[src/logic/dnoc_regs.vh]
/*
  Register map, field positions and reset values for the overrange,
  preset-select, binding and oscillator control bank.
  Assumes a 32-bit AXI4-Lite slave with byte address = 4 * index.
*/
`ifndef DNOC_REGS_VH
`define DNOC_REGS_VH

// Printed register indices
`define DNOC_IDX_THR_LOW 10'h211
`define DNOC_IDX_THR_HIGH 10'h212
`define DNOC_IDX_OVERRANGE_CONFIG 10'h213
`define DNOC_IDX_SRC_MODE 10'h214
`define DNOC_IDX_SEL 10'h215
`define DNOC_IDX_BIND 10'h216
`define DNOC_IDX_RDIV 10'h217
`define DNOC_IDX_SYNC 10'h219
`define DNOC_IDX_SPIN 10'h297
// Chosen: preset words, index base, A presets then B presets
`define DNOC_IDX_FREQ_BASE 10'h220
`define DNOC_IDX_PHASE_BASE 10'h228
`define DNOC_IDX_CTRL 10'h21A

// Reset values
`define DNOC_RST_THR_LOW 8'hF2
`define DNOC_RST_THR_HIGH 8'hAB
`define DNOC_RST_OVERRANGE_CONFIG 4'h7
`define DNOC_RST_BIND 2'h2
`define DNOC_RST_RDIV 16'h0000
`define DNOC_RST_SYNC 2'h2
`define DNOC_RST_FREQ 32'hC0000000
`define DNOC_RST_PHASE 16'h0000

// Field positions
`define DNOC_OVERRANGE_PIN_ENABLE_BIT 3
`define DNOC_SYNC_ILA_BIT 1
`define DNOC_SYNC_ARM_BIT 0
`define DNOC_CTRL_LINK_BIT 0
`define DNOC_CTRL_PDA_BIT 1
`define DNOC_CTRL_PDB_BIT 2

// Preset source modes
`define DNOC_MODE_REG 2'h0
`define DNOC_MODE_PINS_AB 2'h1
`define DNOC_MODE_PINS_A 2'h2

// Stretch base count
`define DNOC_STRETCH_BASE 11'h008

// AXI responses
`define DNOC_RESP_OKAY 2'h0
`define DNOC_RESP_SLVERR 2'h2

`endif

[src/logic/dnoc_top.v]
/*
  Register bank and control logic: overrange flags and pins, NCO preset
  storage and selection, channel binding, power-down, phase sync arming.
  Assumes AXI4-Lite from a single master, samples synchronous to aclk,
  preset pins and the SYSREF pin asynchronous.
*/
// Our own choice: register access over AXI4-Lite.
// Functional notes
// - Threshold high hit sets overrange bit one
// - Threshold low hit sets overrange bit zero
// - Pin enable low forces all pins low
// - Embedded status bits ignore the pin enable
// - Stretch pins to eight times two^exponent cycles
// - Exponent change may shift monitoring phase
// - Four presets per converter, frequency and phase
// - Source mode picks register or pin selection
// - Register selection uses low and high pairs
// - Binding bit one routes digital channel B
// - Binding bit zero routes digital channel A
// - Digital channel follows bound converter power-down
// - One sixteen-bit divisor serves all presets
// - Lane alignment edge initialises phase when set
// - Armed sync takes only next SYSREF edge
// - Frequency word signed or unsigned interpretation
// - Phase word placed at top of 32 bits
// - Read-only five-bit spin code, upper zero
`timescale 1ns/1ps
`default_nettype none
`include "dnoc_regs.vh"

module dnoc_top #(
  parameter SAMPLE_W = 8,
  parameter [4:0] SPIN_CODE = 5'h0A  // Arbitrary value
) (
  // Clock and reset
  input wire aclk,
  input wire aresetn,
  // AXI4-Lite write
  input wire [11:0] s_axi_awaddr,
  input wire s_axi_awvalid,
  output wire s_axi_awready,
  input wire [31:0] s_axi_wdata,
  input wire [3:0] s_axi_wstrb,
  input wire s_axi_wvalid,
  output wire s_axi_wready,
  output reg [1:0] s_axi_bresp,
  output reg s_axi_bvalid,
  input wire s_axi_bready,
  // AXI4-Lite read
  input wire [11:0] s_axi_araddr,
  input wire s_axi_arvalid,
  output wire s_axi_arready,
  output reg [31:0] s_axi_rdata,
  output reg [1:0] s_axi_rresp,
  output reg s_axi_rvalid,
  input wire s_axi_rready,
  // Sample magnitudes, one per converter
  input wire [SAMPLE_W-1:0] level_conv_a,
  input wire [SAMPLE_W-1:0] level_conv_b,
  // Asynchronous pins
  input wire [1:0] preset_pins_a,
  input wire [1:0] preset_pins_b,
  input wire sysref_pin,
  // Lane alignment start, LMFC edge
  input wire ila_lmfc_edge,
  // Overrange pins
  output reg chan_a_range_flag_0,
  output reg chan_a_range_flag_1,
  output reg chan_b_range_flag_0,
  output reg chan_b_range_flag_1,
  // Embedded status for the data samples {conv b, conv a}, bit1:bit0
  output reg [3:0] sample_status_q,
  // Active NCO settings
  output reg [31:0] active_freq_a,
  output reg [31:0] active_freq_b,
  output reg [31:0] active_phase_a,
  output reg [31:0] active_phase_b,
  output reg [15:0] active_rdiv,
  output reg nco_phase_init,
  // Routing and power
  output reg route_select_a,
  output reg route_select_b,
  output reg digital_pd_a,
  output reg digital_pd_b,
  output reg link_enable_out
);

  //////////////////////////////////////////////////////////////////////
  // Registers
  reg [7:0] thr_low_q;
  reg [7:0] thr_high_q;
  reg [3:0] overrange_config_q;
  reg [1:0] src_mode_q;
  reg [3:0] sel_q;
  reg [1:0] bind_q;
  reg [15:0] rdiv_q;
  reg [1:0] sync_q;
  reg [2:0] ctrl_q;
  reg [31:0] freq_q [0:7];
  reg [15:0] phase_q [0:7];
  reg armed_q;

  // Synchronisers
  reg [1:0] pins_a_s1_q, pins_a_s2_q;
  reg [1:0] pins_b_s1_q, pins_b_s2_q;
  reg sysref_s1_q, sysref_s2_q, sysref_prev_q;

  //////////////////////////////////////////////////////////////////////
  // AXI write channel: take address and data in either order
  reg aw_held_q, w_held_q;
  reg [11:0] aw_addr_q;
  reg [31:0] w_data_q;
  reg [3:0] w_strb_q;
  wire wr_go;
  wire [9:0] wr_idx;
  wire wr_hit;
  integer i;

  assign s_axi_awready = !aw_held_q && !s_axi_bvalid;
  assign s_axi_wready = !w_held_q && !s_axi_bvalid;
  assign wr_go = aw_held_q && w_held_q && !s_axi_bvalid;
  assign wr_idx = aw_addr_q[11:2];
  assign wr_hit = (wr_idx >= `DNOC_IDX_THR_LOW &&
                   wr_idx <= `DNOC_IDX_CTRL) ||
                  (wr_idx >= `DNOC_IDX_FREQ_BASE &&
                   wr_idx < `DNOC_IDX_PHASE_BASE + 10'h008);

  // Byte-lane merge for 32-bit fields
  function [31:0] merge;
    input [31:0] old;
    input [31:0] nw;
    input [3:0] strb;
    integer k;
    begin
      for (k = 0; k < 4; k = k + 1) begin
        merge[k*8 +: 8] = strb[k] ? nw[k*8 +: 8] : old[k*8 +: 8];
      end
    end
  endfunction

  always @(posedge aclk) begin
    if (!aresetn) begin
      aw_held_q <= 1'b0;
      w_held_q <= 1'b0;
      aw_addr_q <= 12'h000;
      w_data_q <= 32'h00000000;
      w_strb_q <= 4'h0;
      s_axi_bvalid <= 1'b0;
      s_axi_bresp <= `DNOC_RESP_OKAY;
    end else begin
      if (s_axi_awvalid && s_axi_awready) begin
        aw_held_q <= 1'b1;
        aw_addr_q <= s_axi_awaddr;
      end
      if (s_axi_wvalid && s_axi_wready) begin
        w_held_q <= 1'b1;
        w_data_q <= s_axi_wdata;
        w_strb_q <= s_axi_wstrb;
      end
      if (wr_go) begin
        aw_held_q <= 1'b0;
        w_held_q <= 1'b0;
        s_axi_bvalid <= 1'b1;
        s_axi_bresp <= wr_hit ? `DNOC_RESP_OKAY : `DNOC_RESP_SLVERR;
      end else if (s_axi_bvalid && s_axi_bready) begin
        s_axi_bvalid <= 1'b0;
      end
    end
  end

  //////////////////////////////////////////////////////////////////////
  // Register storage; reserved bits are not stored and read zero
  wire wb0 = wr_go && w_strb_q[0];
  wire [2:0] fslot = wr_idx[2:0];
  // 16-bit fields merge in a 32-bit word, upper half dropped on purpose
  wire [31:0] rdiv_m = merge({16'h0000, rdiv_q}, w_data_q, w_strb_q);
  wire [31:0] phase_m = merge({16'h0000, phase_q[fslot]}, w_data_q,
                              w_strb_q);

  always @(posedge aclk) begin
    if (!aresetn) begin
      thr_low_q <= `DNOC_RST_THR_LOW;
      thr_high_q <= `DNOC_RST_THR_HIGH;
      overrange_config_q <= `DNOC_RST_OVERRANGE_CONFIG;
      src_mode_q <= `DNOC_MODE_REG;
      sel_q <= 4'h0;
      bind_q <= `DNOC_RST_BIND;
      rdiv_q <= `DNOC_RST_RDIV;
      sync_q <= `DNOC_RST_SYNC;
      ctrl_q <= 3'h0;
      for (i = 0; i < 8; i = i + 1) begin
        freq_q[i] <= `DNOC_RST_FREQ;
        phase_q[i] <= `DNOC_RST_PHASE;
      end
    end else if (wr_go) begin
      case (wr_idx)
        `DNOC_IDX_THR_LOW: if (wb0) thr_low_q <= w_data_q[7:0];
        `DNOC_IDX_THR_HIGH: if (wb0) thr_high_q <= w_data_q[7:0];
        `DNOC_IDX_OVERRANGE_CONFIG: if (wb0) overrange_config_q <= w_data_q[3:0];
        `DNOC_IDX_SRC_MODE: if (wb0) src_mode_q <= w_data_q[1:0];
        `DNOC_IDX_SEL: if (wb0) sel_q <= w_data_q[3:0];
        // Binding is changed by software with link held off
        `DNOC_IDX_BIND: if (wb0) bind_q <= w_data_q[1:0];
        `DNOC_IDX_RDIV: rdiv_q <= rdiv_m[15:0];
        `DNOC_IDX_SYNC: if (wb0) sync_q <= w_data_q[1:0];
        `DNOC_IDX_CTRL: if (wb0) ctrl_q <= w_data_q[2:0];
        default: begin
          if (wr_idx >= `DNOC_IDX_FREQ_BASE &&
              wr_idx < `DNOC_IDX_PHASE_BASE) begin
            freq_q[fslot] <= merge(freq_q[fslot], w_data_q,
                                   w_strb_q);
          end else if (wr_idx >= `DNOC_IDX_PHASE_BASE &&
                       wr_idx < `DNOC_IDX_PHASE_BASE + 10'h008) begin
            phase_q[fslot] <= phase_m[15:0];
          end
        end
      endcase
    end
  end

  //////////////////////////////////////////////////////////////////////
  // AXI read channel, one cycle after address
  reg [31:0] rd_word;
  wire [9:0] rd_idx = s_axi_araddr[11:2];
  reg rd_ok;

  assign s_axi_arready = !s_axi_rvalid;

  always @* begin
    rd_word = 32'h00000000;
    rd_ok = 1'b1;
    case (rd_idx)
      `DNOC_IDX_THR_LOW: rd_word = {24'h000000, thr_low_q};
      `DNOC_IDX_THR_HIGH: rd_word = {24'h000000, thr_high_q};
      `DNOC_IDX_OVERRANGE_CONFIG: rd_word = {28'h0000000, overrange_config_q};
      `DNOC_IDX_SRC_MODE: rd_word = {30'h00000000, src_mode_q};
      `DNOC_IDX_SEL: rd_word = {28'h0000000, sel_q};
      `DNOC_IDX_BIND: rd_word = {30'h00000000, bind_q};
      `DNOC_IDX_RDIV: rd_word = {16'h0000, rdiv_q};
      `DNOC_IDX_SYNC: rd_word = {29'h00000000, armed_q, sync_q};
      `DNOC_IDX_CTRL: rd_word = {29'h00000000, ctrl_q};
      // Upper 27 bits read as zero
      `DNOC_IDX_SPIN: rd_word = {27'h0000000, SPIN_CODE};
      default: begin
        if (rd_idx >= `DNOC_IDX_FREQ_BASE &&
            rd_idx < `DNOC_IDX_PHASE_BASE) begin
          rd_word = freq_q[rd_idx[2:0]];
        end else if (rd_idx >= `DNOC_IDX_PHASE_BASE &&
                     rd_idx < `DNOC_IDX_PHASE_BASE + 10'h008) begin
          rd_word = {16'h0000, phase_q[rd_idx[2:0]]};
        end else begin
          rd_ok = 1'b0;
        end
      end
    endcase
  end

  always @(posedge aclk) begin
    if (!aresetn) begin
      s_axi_rvalid <= 1'b0;
      s_axi_rdata <= 32'h00000000;
      s_axi_rresp <= `DNOC_RESP_OKAY;
    end else if (s_axi_arvalid && s_axi_arready) begin
      s_axi_rvalid <= 1'b1;
      s_axi_rdata <= rd_word;
      s_axi_rresp <= rd_ok ? `DNOC_RESP_OKAY : `DNOC_RESP_SLVERR;
    end else if (s_axi_rvalid && s_axi_rready) begin
      s_axi_rvalid <= 1'b0;
    end
  end

  //////////////////////////////////////////////////////////////////////
  // Overrange detection, four stretchers share one exponent
  // Exponent changes take effect mid-window, so phase may shift
  wire [3:0] hit;
  wire [3:0] held;
  wire [SAMPLE_W-1:0] thr_lo_w = thr_low_q[7:0];
  wire [SAMPLE_W-1:0] thr_hi_w = thr_high_q[7:0];

  dnoc_stretch #(.SAMPLE_W(SAMPLE_W)) u_a0 (
    .aclk(aclk), .aresetn(aresetn), .level(level_conv_a),
    .threshold(thr_lo_w), .exponent(overrange_config_q[2:0]),
    .detect(hit[0]), .stretched_q(held[0]));
  dnoc_stretch #(.SAMPLE_W(SAMPLE_W)) u_a1 (
    .aclk(aclk), .aresetn(aresetn), .level(level_conv_a),
    .threshold(thr_hi_w), .exponent(overrange_config_q[2:0]),
    .detect(hit[1]), .stretched_q(held[1]));
  dnoc_stretch #(.SAMPLE_W(SAMPLE_W)) u_b0 (
    .aclk(aclk), .aresetn(aresetn), .level(level_conv_b),
    .threshold(thr_lo_w), .exponent(overrange_config_q[2:0]),
    .detect(hit[2]), .stretched_q(held[2]));
  dnoc_stretch #(.SAMPLE_W(SAMPLE_W)) u_b1 (
    .aclk(aclk), .aresetn(aresetn), .level(level_conv_b),
    .threshold(thr_hi_w), .exponent(overrange_config_q[2:0]),
    .detect(hit[3]), .stretched_q(held[3]));

  wire pin_en = overrange_config_q[`DNOC_OVERRANGE_PIN_ENABLE_BIT];

  always @(posedge aclk) begin
    if (!aresetn) begin
      sample_status_q <= 4'h0;
      chan_a_range_flag_0 <= 1'b0;
      chan_a_range_flag_1 <= 1'b0;
      chan_b_range_flag_0 <= 1'b0;
      chan_b_range_flag_1 <= 1'b0;
    end else begin
      sample_status_q <= hit;
      chan_a_range_flag_0 <= pin_en & held[0];
      chan_a_range_flag_1 <= pin_en & held[1];
      chan_b_range_flag_0 <= pin_en & held[2];
      chan_b_range_flag_1 <= pin_en & held[3];
    end
  end

  //////////////////////////////////////////////////////////////////////
  // Preset selection
  reg [1:0] idx_a, idx_b;

  always @* begin
    case (src_mode_q)
      `DNOC_MODE_PINS_AB: begin
        idx_a = pins_a_s2_q;
        idx_b = pins_b_s2_q;
      end
      `DNOC_MODE_PINS_A: begin
        idx_a = pins_a_s2_q;
        idx_b = pins_a_s2_q;
      end
      default: begin
        // Reserved mode falls back to register selection
        idx_a = sel_q[1:0];
        idx_b = sel_q[3:2];
      end
    endcase
  end

  // Frequency word passes unchanged; sign reading is downstream's choice
  always @(posedge aclk) begin
    if (!aresetn) begin
      active_freq_a <= `DNOC_RST_FREQ;
      active_freq_b <= `DNOC_RST_FREQ;
      active_phase_a <= 32'h00000000;
      active_phase_b <= 32'h00000000;
      active_rdiv <= `DNOC_RST_RDIV;
    end else begin
      active_freq_a <= freq_q[{1'b0, idx_a}];
      active_freq_b <= freq_q[{1'b1, idx_b}];
      active_phase_a <= {phase_q[{1'b0, idx_a}], 16'h0000};
      active_phase_b <= {phase_q[{1'b1, idx_b}], 16'h0000};
      active_rdiv <= rdiv_q;
    end
  end

  //////////////////////////////////////////////////////////////////////
  // Binding and power-down
  always @(posedge aclk) begin
    if (!aresetn) begin
      route_select_a <= 1'b0;
      route_select_b <= 1'b1;
      digital_pd_a <= 1'b0;
      digital_pd_b <= 1'b0;
      link_enable_out <= 1'b0;
    end else begin
      route_select_a <= bind_q[0];
      route_select_b <= bind_q[1];
      digital_pd_a <= bind_q[0] ? ctrl_q[`DNOC_CTRL_PDB_BIT]
                                : ctrl_q[`DNOC_CTRL_PDA_BIT];
      digital_pd_b <= bind_q[1] ? ctrl_q[`DNOC_CTRL_PDB_BIT]
                                : ctrl_q[`DNOC_CTRL_PDA_BIT];
      link_enable_out <= ctrl_q[`DNOC_CTRL_LINK_BIT];
    end
  end

  //////////////////////////////////////////////////////////////////////
  // Phase sync: arm on a written 0 then 1, fire once on SYSREF
  wire arm_wr = wr_go && wb0 && wr_idx == `DNOC_IDX_SYNC;
  wire arm_rise = arm_wr && w_data_q[`DNOC_SYNC_ARM_BIT] &&
                  !sync_q[`DNOC_SYNC_ARM_BIT];
  wire sysref_rise = sysref_s2_q && !sysref_prev_q;

  always @(posedge aclk) begin
    if (!aresetn) begin
      pins_a_s1_q <= 2'h0;
      pins_a_s2_q <= 2'h0;
      pins_b_s1_q <= 2'h0;
      pins_b_s2_q <= 2'h0;
      sysref_s1_q <= 1'b0;
      sysref_s2_q <= 1'b0;
      sysref_prev_q <= 1'b0;
      armed_q <= 1'b0;
      nco_phase_init <= 1'b0;
    end else begin
      pins_a_s1_q <= preset_pins_a;
      pins_a_s2_q <= pins_a_s1_q;
      pins_b_s1_q <= preset_pins_b;
      pins_b_s2_q <= pins_b_s1_q;
      sysref_s1_q <= sysref_pin;
      sysref_s2_q <= sysref_s1_q;
      sysref_prev_q <= sysref_s2_q;
      // Arming write wins over a coincident edge
      if (arm_rise) begin
        armed_q <= 1'b1;
      end else if (armed_q && sysref_rise) begin
        armed_q <= 1'b0;
      end
      nco_phase_init <= (armed_q && sysref_rise && !arm_rise) ||
                        (sync_q[`DNOC_SYNC_ILA_BIT] &&
                         ila_lmfc_edge);
    end
  end

endmodule
`default_nettype wire

[src/logic/dnoc_stretch.v]
/*
  Overrange detector and pulse stretcher for one threshold.
  Assumes the sample magnitude is already on the device clock domain.
*/
`timescale 1ns/1ps
`default_nettype none
`include "dnoc_regs.vh"

module dnoc_stretch #(
  parameter SAMPLE_W = 8
) (
  // Clock and reset
  input wire aclk,
  input wire aresetn,
  // Detection
  input wire [SAMPLE_W-1:0] level,
  input wire [SAMPLE_W-1:0] threshold,
  input wire [2:0] exponent,
  // Results
  output wire detect,
  output reg stretched_q
);

  reg [10:0] count_q;
  wire [10:0] span;

  assign detect = (level >= threshold);
  assign span = `DNOC_STRETCH_BASE << exponent;

  // Each new hit reloads the window so the output lasts at least span
  always @(posedge aclk) begin
    if (!aresetn) begin
      count_q <= 11'h000;
      stretched_q <= 1'b0;
    end else if (detect) begin
      count_q <= span - 11'h001;
      stretched_q <= 1'b1;
    end else if (count_q != 11'h000) begin
      count_q <= count_q - 11'h001;
    end else begin
      stretched_q <= 1'b0;
    end
  end

endmodule
`default_nettype wire

[config.mk]
export PLATFORM = sky130hd
export DESIGN_NAME = dnoc_top
export DESIGN_NICKNAME = d
export VERILOG_FILES = /design/src/logic/dnoc_top.v /design/src/logic/dnoc_stretch.v
export VERILOG_INCLUDE_DIRS = /design/src /design/src/logic
export SDC_FILE = /design/constraint.sdc
export NUM_CORES = 1
export LEC_CHECK = 0
export ABC_AREA = 0
export BUFFER_PORTS_ARGS = -buffer_cell sky130_fd_sc_hd__buf_2
export CAP_MARGIN = 20
export CORE_MARGIN = 10
export CORE_UTILIZATION = 39
export CTS_BUF_LIST = sky130_fd_sc_hd__clkbuf_8
export DETAILED_ROUTE_END_ITERATION = 16
export SYNTH_ARGS = -nofsm -noshare
export SYNTH_HDL_FRONTEND = slang
export SYNTH_HIERARCHICAL = 1
export SYNTH_SLANG_ARGS = --single-unit
[constraint.sdc]
create_clock -name aclk -period 4 [get_ports aclk]
set_input_delay 0.8 -clock aclk [delete_from_list [all_inputs] [get_ports aclk]]
set_output_delay 0.8 -clock aclk [all_outputs]
set_load 0.1 [all_outputs]
==> out/results.tsv, run 1 <==
stage	metric	value	unit
global_routing	grt_overflow_total	0	
clocking	clockRootBuffer	clkbuf_8	
clocking	htree_levels	3	
worst_setup_path	arrival	3890	ps
worst_setup_path	critPathCaptureType	flip-flop	
finish	regArea	0.01792	mm2
sta	hold_violations	0	
worst_setup_path	cp_common_cell	nand2_1	
clocking	cts_hold_buf	0	
drt	vias_per_cell	5.368	
clocking	clk_latency	740	ps
sta	layout_setup_ws	761.6	ps
finish	fin_cells	4260	
floorplanning	coreArea	0.08501	mm2
floorplanning	die_width	312.5	um
sta	min_period	3238	ps
sta	finalMaxSlewViolations	0	
logic_synthesis	synth_most_common_cell	and2_1	
sta	tightest_slew	1094	ps
finish	fill_cells	7780	
global_routing	grt_use_total	0.1975	
drt	drt-pass1-iter-count	5	
drt	vias	22870	
global_routing	antenna_found_initial	9	
clocking	clock_path_buffers	3	
clocking	cts.clk_slew.worst_paths	60	ps
placed_design	dp_hpwl	67910	um
worst_setup_path	critical_path_class	flip-flop to flip-flop	
global_routing	grt_max_degree	192	
clocking	cts.sinks	703	
logic_synthesis	postSynthAreaPerCell	12.29	um2
logic_synthesis	yosysWarnings	6	
global_routing	grt_pass1_wl	147600	um
clocking	post-cts-setup-buffers	0	
logic_synthesis	synth_common_cells	and2_1 (499), edfxtp_1 (384), dfxtp_1 (319)	
sta	min_period_over_period	0.8096	
logic_synthesis	ys.flop_type	edfxtp_1	
drt	first_iter_violations	1757	
placed_design	place_inst	4030	
finish	area_growth	15.37	%
sta	setup-tns-final	0	ps
global_routing	grt_pass1_vias	23740	
finish	multi_input_area	0.01442	mm2
floorplanning	start_util	0.3925	
drt	wl_per_cell	23.24	um
worst_setup_path	start_kind	flip-flop	
sta	setup_viol	0	
placed_design	gp_congestion	0.8236	
placed_design	placed_area	0.03598	mm2
outcome	status	complete, no violations	
power_and_ir_drop	peakVddDrop	270.1	uV
worst_setup_path	crit_family	simple AND/OR/NAND/NOR gates	
finish	drive_gt1_frac	0.2551	
drt	drc	0	
placed_design	dp_slack	372.8	ps
worst_setup_path	crit_required	4650	ps
logic_synthesis	synth_cell_types	74	
worst_setup_path	crit_chain	inv_1 -> ha_1 -> nand2_1 -> o21ai_0 -> a41oi_2 -> nand2_1 -> ha_1 -> nand2_1 -> or3_1 -> or3_1 -> a311oi_1	
floorplanning	die_h	312.5	um
job	maxCapViolCount	0	
floorplanning	ios	288	
logic_synthesis	synth_edf_count	384	
sta	slew_headroom	0.2700	
logic_synthesis	post-synth-top-area-cell	edfxtp_1	
sta	fmax	308.8	MHz
logic_synthesis	async_flop_share	0	
drt	drtAntennaViolNets	0	
power_and_ir_drop	power.density	450.8	mW/mm2
sta	rsz0062_at_grt	no	
worst_setup_path	crit_fanout	13	
clocking	numCtsBuffers	119	
floorplanning	die-area	0.09766	mm2
logic_synthesis	ys_seq_elements	703	
power_and_ir_drop	p_leak	15.20	nW
logic_synthesis	synth_top_area_frac	0.3456	
finish	final_util	0.4528	
drt	wl	99010	um
logic_synthesis	synth_cells	2716	
placed_design	io_buffers	249	
clocking	cts_resized	0	
floorplanning	rows	107	
logic_synthesis	syn_area	0.03337	mm2
finish	final_cell_area	0.03850	mm2
sta	finalClockSkew	42.05	ps
worst_setup_path	slowest_stage	dfxtp_1	
worst_setup_path	worst-path-buf-inv	1	
min_path	hold_path.class	primary input to flip-flop	
logic_synthesis	synth.area.top_cells	edfxtp_1 (35%), dfxtp_1 (19%), mux4_2 (13%)	
logic_synthesis	synth_seq_area_share	0.5370	
clocking	cts_tree	done	
finish	final_nets	3137	
worst_setup_path	max_stage_delay	450	ps
[area by class of cell]
cell class                      count  area share
Multi-Input combinational cell   1787      0.3746
Clock buffer                      150     0.05363
Timing Repair Buffer              346     0.05376
Sequential cell                   703      0.4654
Inverter                           53    0.005168
Antenna cell                        4   0.0002600
Tap cell                         1144     0.03718
Clock inverter                     73    0.009945
[flip-flops by register name (all words and copies together), names as in the netlist, 10 cells and up]
name,count
aw_addr_q,10
s_axi_rdata,32
freq_q,256
rdiv_q,16
active_phase_b,16
u_b0/count_q,11
u_b1/count_q,11
u_a1/count_q,11
active_rdiv,16
u_a0/count_q,11
w_data_q,32
phase_q,128
active_freq_b,32
active_freq_a,32
active_phase_a,16
[metal layers]
layer  GRT usage  wire length, um  up-vias
met3     0.04112             6396      174
met4     0.07470             3175        2
met5           0               20        -
li1            -                -    10420
met2      0.3403            49540      811
met1      0.2410            39880    11460
[report_power, final]
group          internal (W)  switching [W]  leakage, nW
Combinational      0.000913        0.00162         7.28
Sequential          0.00795       0.000328         6.52
Clock               0.00355        0.00299         1.40
Total                0.0124        0.00495         15.2
[cells by family after synthesis]
logic type / count (synthesis) / share of synthesized area
flip-flops: 703 / 0.5370
adder cells (fa/ha/maj): 38 / 0.01425
other: 1 / 0.0001124
buffers and inverters: 259 / 0.03686
multiplexers: 273 / 0.1562
AND/OR/NAND/NOR: 1098 / 0.1878
XOR/XNOR: 8 / 0.002100
AO/OA/AOI/OAI: 336 / 0.06577
[path summary, 6_finish.rpt]
check                          to      startpoint  depth (start not counted)  slack [ps]
hold reg to reg    pins_b_s2_q[0]  pins_b_s1_q[0]                          1         440
hold / removal        sysref_s1_q      sysref_pin                          2         300
setup / recovery  u_a0/count_q[6]     thr_lo_w[2]                         11         760
setup reg to reg  u_a0/count_q[6]     thr_lo_w[2]                         11         760
[cell usage in the layout (no fill, tap or decap), types with 63 or more instances in the layout]
cell,netlist,layout
and2_1,499,498
edfxtp_1,384,384
dfxtp_1,319,319
buf_2,43,246
nand2_1,239,238
mux4_2,197,197
clkbuf_8,0,151
o21ai_0,120,119
buf_4,46,92
nor2_1,91,91
inv_1,52,87
nor2b_1,75,74
mux2i_1,65,63
[metrics by stage]
| step | total power [W] | hold slack [ps] |
|---|---|---|
| after floorplan | 0.01026 | 411.9 |
| after global placement | 0.01085 | 427.8 |
| after detailed placement | 0.01094 | 425.0 |
| after CTS | 0.01749 | 230.3 |
| after global routing | 0.01807 | 268.0 |
| final | 0.01736 | 296.6 |
No activity file was read; power rests on OpenSTA's default activity.
==> inputs of run 2 (changes only) <==
clock period = 3.1 ns   (was 4 ns; I/O delays follow)
==> run 2 against run 1 <==
  * Critical path depth unchanged
  * Cell count increased by 0.80%
  * Clock skew up 29 ps
  * Design area is 0.99% higher
  * Die area unchanged
  * Worst hold slack worse by 220 ps
  * Non-clock buffer count is 30 higher
  * Critical path type unchanged
  * Global-route usage grew 0.11 points
  * Register-to-register slack lost 480 ps
==> out/results.tsv, run 2 (synthesized netlist as in run 1, its figures left out) <==
stage	metric	value	unit
global_routing	grt_overflow_total	0	
drt	vias_per_cell	5.369	
sta	rsz0062_at_grt	no	
floorplanning	die_width	312.5	um
job	maxCapViolCount	0	
worst_setup_path	crit_path_start	thr_hi_w[2]	
clocking	cts_resized	0	
floorplanning	start_util	0.3925	
worst_setup_path	reg2reg_depth	11	
clocking	cts.sinks	703	
sta	finalMaxSlewViolations	0	
clocking	cts.clk_slew.worst_paths	60	ps
sta	slew_headroom	0.2548	
sta	min_period_over_period	0.9098	
sta	setup_viol	0	
drt	first_iter_violations	1868	
drt	drc	0	
min_path	hold_path.class	primary input to flip-flop	
sta	min_period	2820	ps
power_and_ir_drop	p_comb_frac	0.148	
drt	wl_per_cell	23.22	um
clocking	clk_latency	780	ps
placed_design	io_buffers	249	
finish	mostFrequentLayoutCells	and2_1 (498), edfxtp_1 (384), dfxtp_1 (319)	
worst_setup_path	start_kind	flip-flop	
clocking	post-cts-setup-buffers	0	
global_routing	grt_use_total	0.1986	
sta	finalClockSkew	71.07	ps
finish	drive_gt1_frac	0.2626	
global_routing	grt_pass1_wl	148800	um
drt	wl	99700	um
worst_setup_path	critical_path_class	flip-flop to flip-flop	
outcome	status	complete, no violations	
placed_design	gp_congestion	0.8349	
finish	area_growth	16.52	%
clocking	cts_tree	done	
worst_setup_path	crit_required	3740	ps
finish	final_common_cell	and2_1	
worst_setup_path	r2r_setup_slack	280	ps
drt	drtAntennaViolNets	0	
worst_setup_path	crit-reg2reg-capture	u_a1/count_q[6]	
finish	final_nets	3167	
clocking	numCtsBuffers	119	
clocking	htree_levels	3	
power_and_ir_drop	p_leak	15.45	nW
drt	drt-pass1-iter-count	5	
power_and_ir_drop	power.density	579.0	mW/mm2
floorplanning	die-area	0.09766	mm2
finish	fill_cells	7699	
power_and_ir_drop	p_clk_frac	0.377	
sta	tightest_slew	1116	ps
finish	reg_top3	freq_q (256), phase_q (128)	
clocking	clockRootBuffer	clkbuf_8	
sta	worst_hold_slack	73.38	ps
worst_setup_path	worstSetupEndpoint	u_a1/count_q[6]	
global_routing	grt_pass1_vias	23780	
clocking	cts_hold_buf	0	
drt	vias	23050	
worst_setup_path	critPathCaptureType	flip-flop	
sta	hold_violations	0	
floorplanning	ios	288	
placed_design	dp_hpwl	69120	um
global_routing	antenna_found_initial	8	
floorplanning	coreArea	0.08501	mm2
worst_setup_path	crit_fanout	6	
global_routing	grt_max_degree	174	
finish	largest_reg_flops	256	
power_and_ir_drop	swShare	0.2866	
finish	regMostFlops	freq_q	
power_and_ir_drop	intPower	0.01606	W
clocking	clock_path_buffers	3	
floorplanning	die_h	312.5	um
power_and_ir_drop	pwr-share-seq	0.474	
worst_setup_path	arrival	3460	ps
sta	fmax	354.6	MHz
power_and_ir_drop	total_power	0.02251	W
power_and_ir_drop	p_switching	0.006452	W
floorplanning	rows	107	
worst_setup_path	rr_startpoint	thr_hi_w[2]	
power_and_ir_drop	peakVddDrop	341.4	uV
==> run 2: changes by cell type in the layout (fill, tap and decap cells not counted), sizes merged <==
cell      change
buf          +30
inv          +17
clkinv       -16
clkbuf        +2
bufinv        -1
clkinvlp      +1
diode         +1
==> run 2: power groups by stage <==
stage | registers [W] | clock network [W] | logic (W)
3_3_place_gp | 0.0108 | 0 | 0.00325
4_1_cts | 0.0107 | 0.00873 | 0.00334
6_report | 0.0107 | 0.00850 | 0.00334
5_1_grt | 0.0107 | 0.00911 | 0.00360
2_1_floorplan | 0.0111 | 0 | 0.00210
3_5_place_dp | 0.0109 | 0 | 0.00332
==> run 2: worst min path at each step <==
stage	startpoint	end	slack (ps)	depth (start not counted)
6_report	sysref_pin	sysref_s1_q	70	2
5_1_grt	s_axi_wdata[25]	w_data_q[25]	70	3
4_1_cts	sysref_pin	sysref_s1_q	30	2
3_5_place_dp	pins_b_s1_q[1]	pins_b_s2_q[1]	430	1
3_3_place_gp	pins_a_s1_q[1]	pins_a_s2_q[1]	430	1
2_1_floorplan	pins_a_s1_q[0]	pins_a_s2_q[0]	410	1
==> run 2: cell type report <==
cell class	instances	area [um2]	area share
flip-flops and latches	703	17920	0.4608
well taps	1144	1431	0.03682
diodes	5	12.51	0.0003218
repair buffers	376	2407	0.06192
multi-input cells	1787	14430	0.3710
inverters	53	198.9	0.005117
clock buffers	152	2092	0.05381
clock inverters	74	395.4	0.01017
==> run 2: critical path: stages (launching register included) <==
cell and delay [ps]:
dfxtp_1 410, inv_1 70, ha_1 290, nand2_1 50
o21ai_0 240, a41oi_2 200, nand2_1 120, ha_1 270
nand2_1 110, or3_1 330, or3_1 310, a311oi_1 290
==> run 2: layer usage <==
layer  track usage  vias up  share of wire
met1        0.2453    11560           0.40
met2        0.3374      892           0.50
li1              -    10460              -
met5             0        -              0
met3       0.04185      147          0.071
met4       0.07708        0          0.030
==> run 2: through the flow <==
step	instances	worst slack (ps)	area, um2	TNS [ps]	utilization
5_1_grt	4293	21.19	38880	0	0.4573
2_1_floorplan	2749	169.2	33490	0	-
6_report	4294	279.6	38880	0	0.4573
4_1_cts	4287	297.3	38820	0	0.4567
3_3_place_gp	4061	141.8	36340	0	0.4274
3_5_place_dp	4061	-0.9261	36340	-0.9261	0.4274
